$ cat src/logic/cfg_id_pkg.sv
// Package of constants for the configuration identity and port relocation bank
// Functional notes
// - Registers answer only in configuration state, indexed
// - Identity register read only, fixed code
// - Revision register read only, returns revision
// - Three test registers read/write, reset zero
// - Low holds base bits 7-0, high 10-8
// - Decoder matches A15-11 zero, A10-1 base
// - Base even; low bit 0 reads zero
// - High register bits 7-3 read zero
// - Reset loads strap default low, high zero
// - High write moves the decoder base
// - Register after pair reserved, reads zero
package cfg_id_pkg;
  // ****************************************
  // Register indices
  // ****************************************
  localparam logic [7:0] IDX_DEVICE_IDENTITY = 8'h0d;
  localparam logic [7:0] IDX_SILICON_REVISION = 8'h0e;
  localparam logic [7:0] IDX_TEST_CONTROL_A = 8'h0f;
  localparam logic [7:0] IDX_TEST_CONTROL_B = 8'h10;
  localparam logic [7:0] IDX_TEST_CONTROL_C = 8'h11;
  localparam logic [7:0] IDX_PORT_BASE_LOW = 8'h12;
  localparam logic [7:0] IDX_PORT_BASE_HIGH = 8'h13;
  localparam logic [7:0] IDX_RESERVED_AFTER_BASE = 8'h14;
  // ****************************************
  // Reset values and masks
  // ****************************************
  localparam logic [7:0] TEST_RESET = 8'h00;
  localparam logic [7:0] BASE_LOW_STRAP0 = 8'h2e;
  localparam logic [7:0] BASE_LOW_STRAP1 = 8'h4e;
  localparam logic [7:0] BASE_HIGH_RESET = 8'h00;
  localparam logic [7:0] BASE_LOW_MASK = 8'hfe;
  localparam logic [7:0] BASE_HIGH_MASK = 8'h07;
  localparam logic [7:0] READ_ZERO = 8'h00;
  // Identity and revision; values are arbitrary
  localparam logic [7:0] DEVICE_IDENTITY_CODE = 8'ha5;
  localparam logic [7:0] SILICON_REVISION_CODE = 8'h01;
  // ****************************************
  // Address layout
  // ****************************************
  localparam int ADDR_W = 16;
  localparam int BASE_W = 11;
  localparam logic [4:0] ADDR_HIGH_ZERO = 5'h00;
  // Test register bank depth
  localparam int TEST_DEPTH = 3;
endpackage

$ cat src/logic/test_reg_mem.sv
// Small register memory holding the three test-control registers
`timescale 1ns/1ps
`default_nettype none
module test_reg_mem (
  input wire logic clk_sys,
  input wire logic rst_n,
  input wire logic wr_en,
  input wire logic [1:0] wr_sel,
  input wire logic [7:0] wr_data,
  input wire logic [1:0] rd_sel,
  output logic [7:0] rd_data
);
  import cfg_id_pkg::*;
  // ****************************************
  // State
  // ****************************************
  typedef struct packed {
    logic [TEST_DEPTH-1:0][7:0] mem; // Test registers
    logic [7:0] rd;                  // Registered read data
  } mem_state_t;
  mem_state_t s_q;
  mem_state_t s_d;
  // Next state: write and read select
  always_comb begin
    s_d = s_q;
    if (wr_en && (wr_sel < 2'(TEST_DEPTH))) begin
      s_d.mem[wr_sel] = wr_data;
    end
    if (rd_sel < 2'(TEST_DEPTH)) begin
      s_d.rd = s_d.mem[rd_sel];
    end else begin
      s_d.rd = READ_ZERO;
    end
  end
  // Registers, cleared at reset
  always_ff @(posedge clk_sys or negedge rst_n) begin
    if (!rst_n) begin
      s_q <= '0;
    end else begin
      s_q <= s_d;
    end
  end
  assign rd_data = s_q.rd;
endmodule
`default_nettype wire

$ cat src/logic/cfg_id_bank.sv
// Identity, revision, test and configuration-port relocation registers
`timescale 1ns/1ps
`default_nettype none
module cfg_id_bank (
  input wire logic clk_sys,
  input wire logic rst_n,
  input wire logic hard_reset,
  input wire logic base_address_strap_pin,
  input wire logic config_state,
  input wire logic [7:0] config_index_register,
  input wire logic reg_wr,
  input wire logic reg_rd,
  input wire logic [7:0] reg_wdata,
  input wire logic [cfg_id_pkg::ADDR_W-1:0] io_addr,
  input wire logic io_valid,
  output logic [7:0] reg_rdata,
  output logic reg_rvalid,
  output logic port_hit,
  output logic [cfg_id_pkg::BASE_W-1:0] port_base
);
  import cfg_id_pkg::*;
  // ****************************************
  // Helpers
  // ****************************************
  // Index match, only inside configuration state
  function automatic logic sel(input logic [7:0] idx);
    sel = config_state && (config_index_register == idx);
  endfunction
  // Strap default for the low base register
  function automatic logic [7:0] low_default(input logic strap);
    low_default = strap ? BASE_LOW_STRAP1 : BASE_LOW_STRAP0;
  endfunction
  // ****************************************
  // State
  // ****************************************
  typedef enum logic [1:0] {
    ST_BOOT = 2'b01, // Waiting to catch the strap
    ST_RUN = 2'b10   // Normal operation
  } phase_t;
  typedef struct packed {
    phase_t phase;           // Boot or run
    logic [7:0] base_low;    // Held low base byte
    logic [7:0] base_high;   // High base bits
    logic [BASE_W-1:0] base; // Active decoder base
    logic [7:0] rdata;       // Read data
    logic rvalid;            // Read valid pulse
    logic hit;               // Decoder match
  } bank_state_t;
  bank_state_t s_q;
  bank_state_t s_d;
  logic test_wr;
  logic [1:0] test_sel;
  logic [7:0] test_rdata;
  logic test_rd_q;
  // Test register selection
  always_comb begin
    test_sel = 2'd3;
    if (sel(IDX_TEST_CONTROL_A)) begin
      test_sel = 2'd0;
    end else if (sel(IDX_TEST_CONTROL_B)) begin
      test_sel = 2'd1;
    end else if (sel(IDX_TEST_CONTROL_C)) begin
      test_sel = 2'd2;
    end
    test_wr = reg_wr && (test_sel != 2'd3);
  end
  // Test-control register storage
  test_reg_mem u_test (
    .clk_sys(clk_sys),
    .rst_n(rst_n),
    .wr_en(test_wr),
    .wr_sel(test_sel),
    .wr_data(reg_wdata),
    .rd_sel(test_sel),
    .rd_data(test_rdata)
  );
  // Remember whether the read targets the test bank
  always_ff @(posedge clk_sys or negedge rst_n) begin
    if (!rst_n) begin
      test_rd_q <= 1'b0;
    end else begin
      test_rd_q <= reg_rd && (test_sel != 2'd3);
    end
  end
  // ****************************************
  // Next-state logic
  // ****************************************
  always_comb begin
    s_d = s_q;
    s_d.rvalid = 1'b0;
    case (s_q.phase)
      ST_BOOT: begin
        // Strap caught after reset release
        s_d.base_low = low_default(base_address_strap_pin);
        s_d.base_high = BASE_HIGH_RESET;
        s_d.base = {s_d.base_high[2:0], s_d.base_low};
        s_d.phase = ST_RUN;
      end
      ST_RUN: begin
        if (hard_reset) begin
          // Hard reset reloads the pair
          s_d.base_low = low_default(base_address_strap_pin);
          s_d.base_high = BASE_HIGH_RESET;
          s_d.base = {s_d.base_high[2:0], s_d.base_low};
        end else if (reg_wr) begin
          if (sel(IDX_PORT_BASE_LOW)) begin
            // Held only; decoder unchanged
            s_d.base_low = reg_wdata & BASE_LOW_MASK;
          end else if (sel(IDX_PORT_BASE_HIGH)) begin
            s_d.base_high = reg_wdata & BASE_HIGH_MASK;
            s_d.base = {s_d.base_high[2:0], s_q.base_low};
          end
          // Identity, revision, reserved writes ignored
        end
        if (reg_rd) begin
          s_d.rvalid = 1'b1;
          if (sel(IDX_DEVICE_IDENTITY)) begin
            s_d.rdata = DEVICE_IDENTITY_CODE;
          end else if (sel(IDX_SILICON_REVISION)) begin
            s_d.rdata = SILICON_REVISION_CODE;
          end else if (sel(IDX_PORT_BASE_LOW)) begin
            s_d.rdata = s_q.base_low & BASE_LOW_MASK;
          end else if (sel(IDX_PORT_BASE_HIGH)) begin
            s_d.rdata = s_q.base_high & BASE_HIGH_MASK;
          end else begin
            // Reserved, unselected and test reads
            s_d.rdata = READ_ZERO;
          end
        end
      end
      default: begin
        s_d.phase = ST_BOOT;
      end
    endcase
    // Decoder on the active base, address bit 0 ignored
    s_d.hit = io_valid && (io_addr[15:11] == ADDR_HIGH_ZERO)
              && (io_addr[10:1] == s_q.base[10:1]);
  end
  // ****************************************
  // State registers
  // ****************************************
  always_ff @(posedge clk_sys or negedge rst_n) begin
    if (!rst_n) begin
      s_q.phase <= ST_BOOT;
      s_q.base_low <= BASE_LOW_STRAP0;
      s_q.base_high <= BASE_HIGH_RESET;
      s_q.base <= {BASE_HIGH_RESET[2:0], BASE_LOW_STRAP0};
      s_q.rdata <= READ_ZERO;
      s_q.rvalid <= 1'b0;
      s_q.hit <= 1'b0;
    end else begin
      s_q <= s_d;
    end
  end
  // Output register; test data comes from its own register in the same cycle as bank data
  logic [7:0] rdata_q;
  logic rvalid_q;
  always_ff @(posedge clk_sys or negedge rst_n) begin
    if (!rst_n) begin
      rdata_q <= READ_ZERO;
      rvalid_q <= 1'b0;
    end else begin
      rdata_q <= test_rd_q ? test_rdata : s_q.rdata;
      rvalid_q <= s_q.rvalid;
    end
  end
  assign reg_rdata = rdata_q;
  assign reg_rvalid = rvalid_q;
  assign port_hit = s_q.hit;
  assign port_base = s_q.base;
endmodule
`default_nettype wire

$ cat config.mk
export PLATFORM = sky130hd
export DESIGN_NAME = cfg_id_bank
export DESIGN_NICKNAME = d
export VERILOG_FILES = /design/src/logic/cfg_id_pkg.sv /design/src/logic/test_reg_mem.sv /design/src/logic/cfg_id_bank.sv
export SDC_FILE = /design/constraint.sdc
export NUM_CORES = 1
export LEC_CHECK = 0
export ABC_CLOCK_PERIOD_IN_PS = 2900
export BUFFER_PORTS_ARGS = -buffer_cell sky130_fd_sc_hd__clkbuf_2
export CAP_MARGIN = 20
export CORE_MARGIN = 2
export CORE_UTILIZATION = 30
export DETAILED_ROUTE_END_ITERATION = 7
export GPL_ROUTABILITY_DRIVEN = 0
export PLACE_DENSITY = 0.49
export SYNTH_ARGS = -nofsm -noshare
export SYNTH_HDL_FRONTEND = slang
export SYNTH_SLANG_ARGS = --single-unit
export TNS_END_PERCENT = 1
$ cat constraint.sdc
create_clock -name clk_sys -period 2.9 [get_ports clk_sys]
set_clock_uncertainty 0.1 [all_clocks]
set_input_delay 0.58 -clock clk_sys [delete_from_list [all_inputs] [get_ports clk_sys]]
set_output_delay 0.58 -clock clk_sys [all_outputs]
set_load 0.02 [all_outputs]
# == Word-level counts from Yosys, hierarchy flattened ==
# Index checks and enable logic that the tools add are counted.
# totals
register_bits,76
latch_bits,0
ramBits,0
romBits,0
in_bits,40
output_inout_bits,21
wordCells,75
memories,0
# classes
n_addsub,0
n_mul,0
div,0
order_cmp,3
n_eq_ne,15
shift,0
mux,25
n_bitwise,0
reduce_logical,18
# op_table
operator,count
$mux 8,8
$mux 27,2
$pmux 27 s2,1
$mux 19,2
$eq 8x5->1 const B,4
$bwmux 24,1
$eq 8x4->1 const B,3
$mux 24,1
$bmux 8 s2,1
$demux 8 s2,1
$logic_and 1x1->1,13
$ne 3x3->1 const B,4
$eq 10x10->1,1
$mux 7,1
$logic_not 5->1,1
$mux 2,2
$pmux 2 s2,1
$reduce_and 4->1,1
$lt 2x3->1 const B,1
$mux 1,3
$mux 3,1
$reduce_and 3->1,1
$eq 2x1->1 const B,1
$eq 2x2->1 const B,1
other kinds (5),5

# == Longest topological paths before layout ==
# logic_depth
depth_word,14
mapped_depth,5
depth_no_buf,5

# == Cells and area by module ==
# A second synthesis with hierarchy kept.
# unflattened
hier_cells,267
hier_area_um2,3309.4
# by_module_without_submodules
module,n_inst,cells_per_inst,area_each_um2,seq_area_each_um2
cfg_id_bank,1,173,1975.6,987.2
test_reg_mem,1,94,1333.8,800.8

# == Least setup slack after synthesis ==
# OpenSTA, ideal clock, no wires.
# synth_path
path_type,input port to flip-flop
from,input config_index_register[5]
to,"register u_test.s_q, in the netlist u_test.rd_data[0]"
setup_time_ns,0.092
t_arrival_ns,1.891
t_required_ns,2.708
path_slack_ns,0.817
stages,4
path_buffers,1
cell_sequence,or4b_1 or4_1 buf_2 o221ai_1
# synth_lines
element,line_no,source
"start, declared",cfg_id_bank.sv:10,"input wire logic [7:0] config_index_register,"
"end signal, assigned",test_reg_mem.sv:38,s_q <= '0;
"end signal, assigned",test_reg_mem.sv:40,s_q <= s_d;
"end, declared",test_reg_mem.sv:21,mem_state_t s_q;

==> run metrics <==
Port Buf Inserts 58; antenna violations before repair 0; post-cts sizing count 0; syn avg cell area around 13 um^2; dpl ws 0.4461 ns; CP Class primary input to flop; clock sinks 71; Synth area leader dfrtp_1; Synth area leaders dfrtp_1 (48%), mux2_2 (10%), dfstp_2 (7.3%); Worst path slowest cell or4_1; number of global-route vias before repair 2,270; Core Rows 37; Synth cell types 49; synth warn 0; worst rel slew slack 50.01%; prevailing post-synth register cell dfrtp_1; Die Wd approximately 110 um; largest net degree at the start of global routing 49; max cap viols 0; CP endpoint kind flop; H-Tree Depth 3; vias per cell 4.948; vias 2,207; Initial DRC Count 47; crit share post-route 72.51%; Crit Path Max Fanout 8; final setup violation count 0; r2r startpoint s_q[37]; CTS root buffer clkbuf_8; post-route setup TNS 0 ns; area grow syn2layout 18.99%; Yosys reg bits 71; WL final 7.426 mm; fin area 3834 um^2; placed cells 430; Post-CTS Setup Bufs 0; R2R cell count 5; reg2reg end s_q[34]; CTS tree yes; die height 107.6 um; Avg WL per Cell 16.65 um; hold-fix buffer count after cts 0; unrepaired setup endpoints after global routing no; hold_ws 0.1101 ns; drt first pass iters 4; Period minus WS final 2.103 ns; sequential-to-total area share from yosys stat 55.50%; CP Launch Type primary input; mapped cell area 3222 um^2; critical-path cell list clkbuf_2 > or4b_1 > or4_1 > o221ai_1; CP arrival 2.24 ns; setup ws final 0.7973 ns; leakage dissipation around 1.8 nW; area of placed instances 3612 um^2; first-pass GRT wire length 12.24 mm; Layout Nets 345; register-to-register setup slack 1.01 ns; FFs w/ async S/R, synth 100.0%; Cells after Synth 252; Synthesized Nets 292; GRT overflow 0; antenna viol nets, final 0; placed wire-length estimate 5.462 mm; Longest Clk Path Bufs 2; layout cell share with drive strength beyond 1 between 40% and 50%; outcome finished clean; Post-synth EDFFs 0; Clock transition at path regs 0.08 ns; min-delay worst type primary input to asynchronous set/reset pin; Finished Layout Cells 446; CTS buffer count 9; GRT Total Usage 14.08%; power per cell area 535.3 nW/um^2; Clock Latency Late Sink 0.35 ns; Core ar. 10,370 um^2; Slew @ Worst Pin 0.7442 ns; Final Slew Violations 0; I/O Pins 61; Max rail drop VDD approximately 0.00025 V; Antenna diodes 0; Starting Density 31.07%; share of Yosys cell area claimed by the top area cell type 48.16%; Die ar. about 12,000 um^2; Fin. Hold Viols 0; CP required 3.04 ns; Max stage delay on crit path 0.67 ns; fmax 475.6 MHz; # DRC 0
[stage by stage]
stage,power [mW],util (%)
floorplan,1.109,-
global placement,1.187,34.83
detailed placement,1.189,34.83
CTS,2.075,36.97
global route,2.140,36.97
finish,2.052,36.97
[metal layers]
layer,part of all wire (%),up-vias,GRT usage (%)
li1,-,1034,-
met1,48,1113,19.88
met2,46,48,20.84
met3,3.9,12,3.571
met4,1.9,0,5.037
met5,0,-,0
[worst max-delay path: cells and delay by family]
kind | cells | cell delay [ns]
AND/OR/NAND/NOR | 2 | 1.22
buffers and inverters | 1 | 0.11
AO/OA/AOI/OAI | 1 | 0.33
[worst max path at each step]
stage | from | to | slack (ns) | depth (start not counted)
finish | config_index_register[5] | u_test.rd_data[4] | 0.80 | 4
global route | config_index_register[5] | u_test.s_q[17] | 0.75 | 5
CTS | config_index_register[5] | u_test.rd_data[4] | 0.81 | 4
detailed placement | config_index_register[5] | u_test.rd_data[4] | 0.45 | 4
global placement | config_index_register[5] | u_test.rd_data[4] | 0.47 | 4
floorplan | config_index_register[5] | u_test.rd_data[0] | 0.82 | 4
[registers in the layout (all words and copies together), names as in the netlist]
register        count
reg_rvalid          1
s_q                20
u_test.s_q         24
u_test.rd_data      8
reg_rdata           8
port_hit            1
port_base           8
test_rd_q           1
[final cells by class]
type | instances | area, um^2
fill | 1042 | 6536
sequential | 71 | 1788
tap | 136 | 170.2
clock inverter | 6 | 83.83
clock buffer | 10 | 137.6
timing repair buffer | 64 | 347.8
inverter | 6 | 22.52
multi-input combinational | 153 | 1284
[layout by cell type (no fill, tap or decap), drive strengths merged, types with 3 or more instances in the layout]
master  netlist  final
nand4        10     10
xnor2        11     11
nand3         6      6
mux2         30     30
clkinv        0      4
o22a          6      6
o221ai        6      6
clkbuf        7     67
o21ai         5      5
nand2         5      5
nand2b        8      8
mux2i        11     11
dfrtp        62     62
dfstp         9      9
or2           3      3
buf          15      7
nor2          6      6
nor3          5      5
o221a         4      4
inv           6      6
a22o          9      9
[logic make-up after synthesis]
family                    synth area share, %
DFF                                     55.50
and+or+nand+nor                         11.81
buffers and inverters                   4.660
AOI/OAI and AO/OA                       11.03
muxes                                   13.90
xor gates and xnor gates                2.990
other                                  0.1164
[synth_stat cells (2+ instances only)]
cell type / n
mux2_2: 29
o221a_2: 4
buf_4: 11
xnor2_1: 11
o21ai_0: 4
a221o_1: 2
clkbuf_1: 7
or3_1: 2
dfrtp_1: 62
nand4_1: 10
or2_1: 2
dfstp_2: 9
nor2_1: 6
nand2_1: 5
mux2i_1: 11
nor3_1: 4
o22a_1: 6
buf_2: 3
nand2b_1: 8
inv_1: 6
nand3_1: 6
o221ai_1: 6
a22o_1: 9
a211o_1: 2
and4_1: 2
o22ai_1: 2
[where the power goes]
part | switching, mW | internal, mW | total, mW
registers | 0.0110 | 1.01 | 1.02
logic | 0.0871 | 0.0605 | 0.148
clock network | 0.380 | 0.505 | 0.885
No activity file was read; power rests on OpenSTA's default activity.
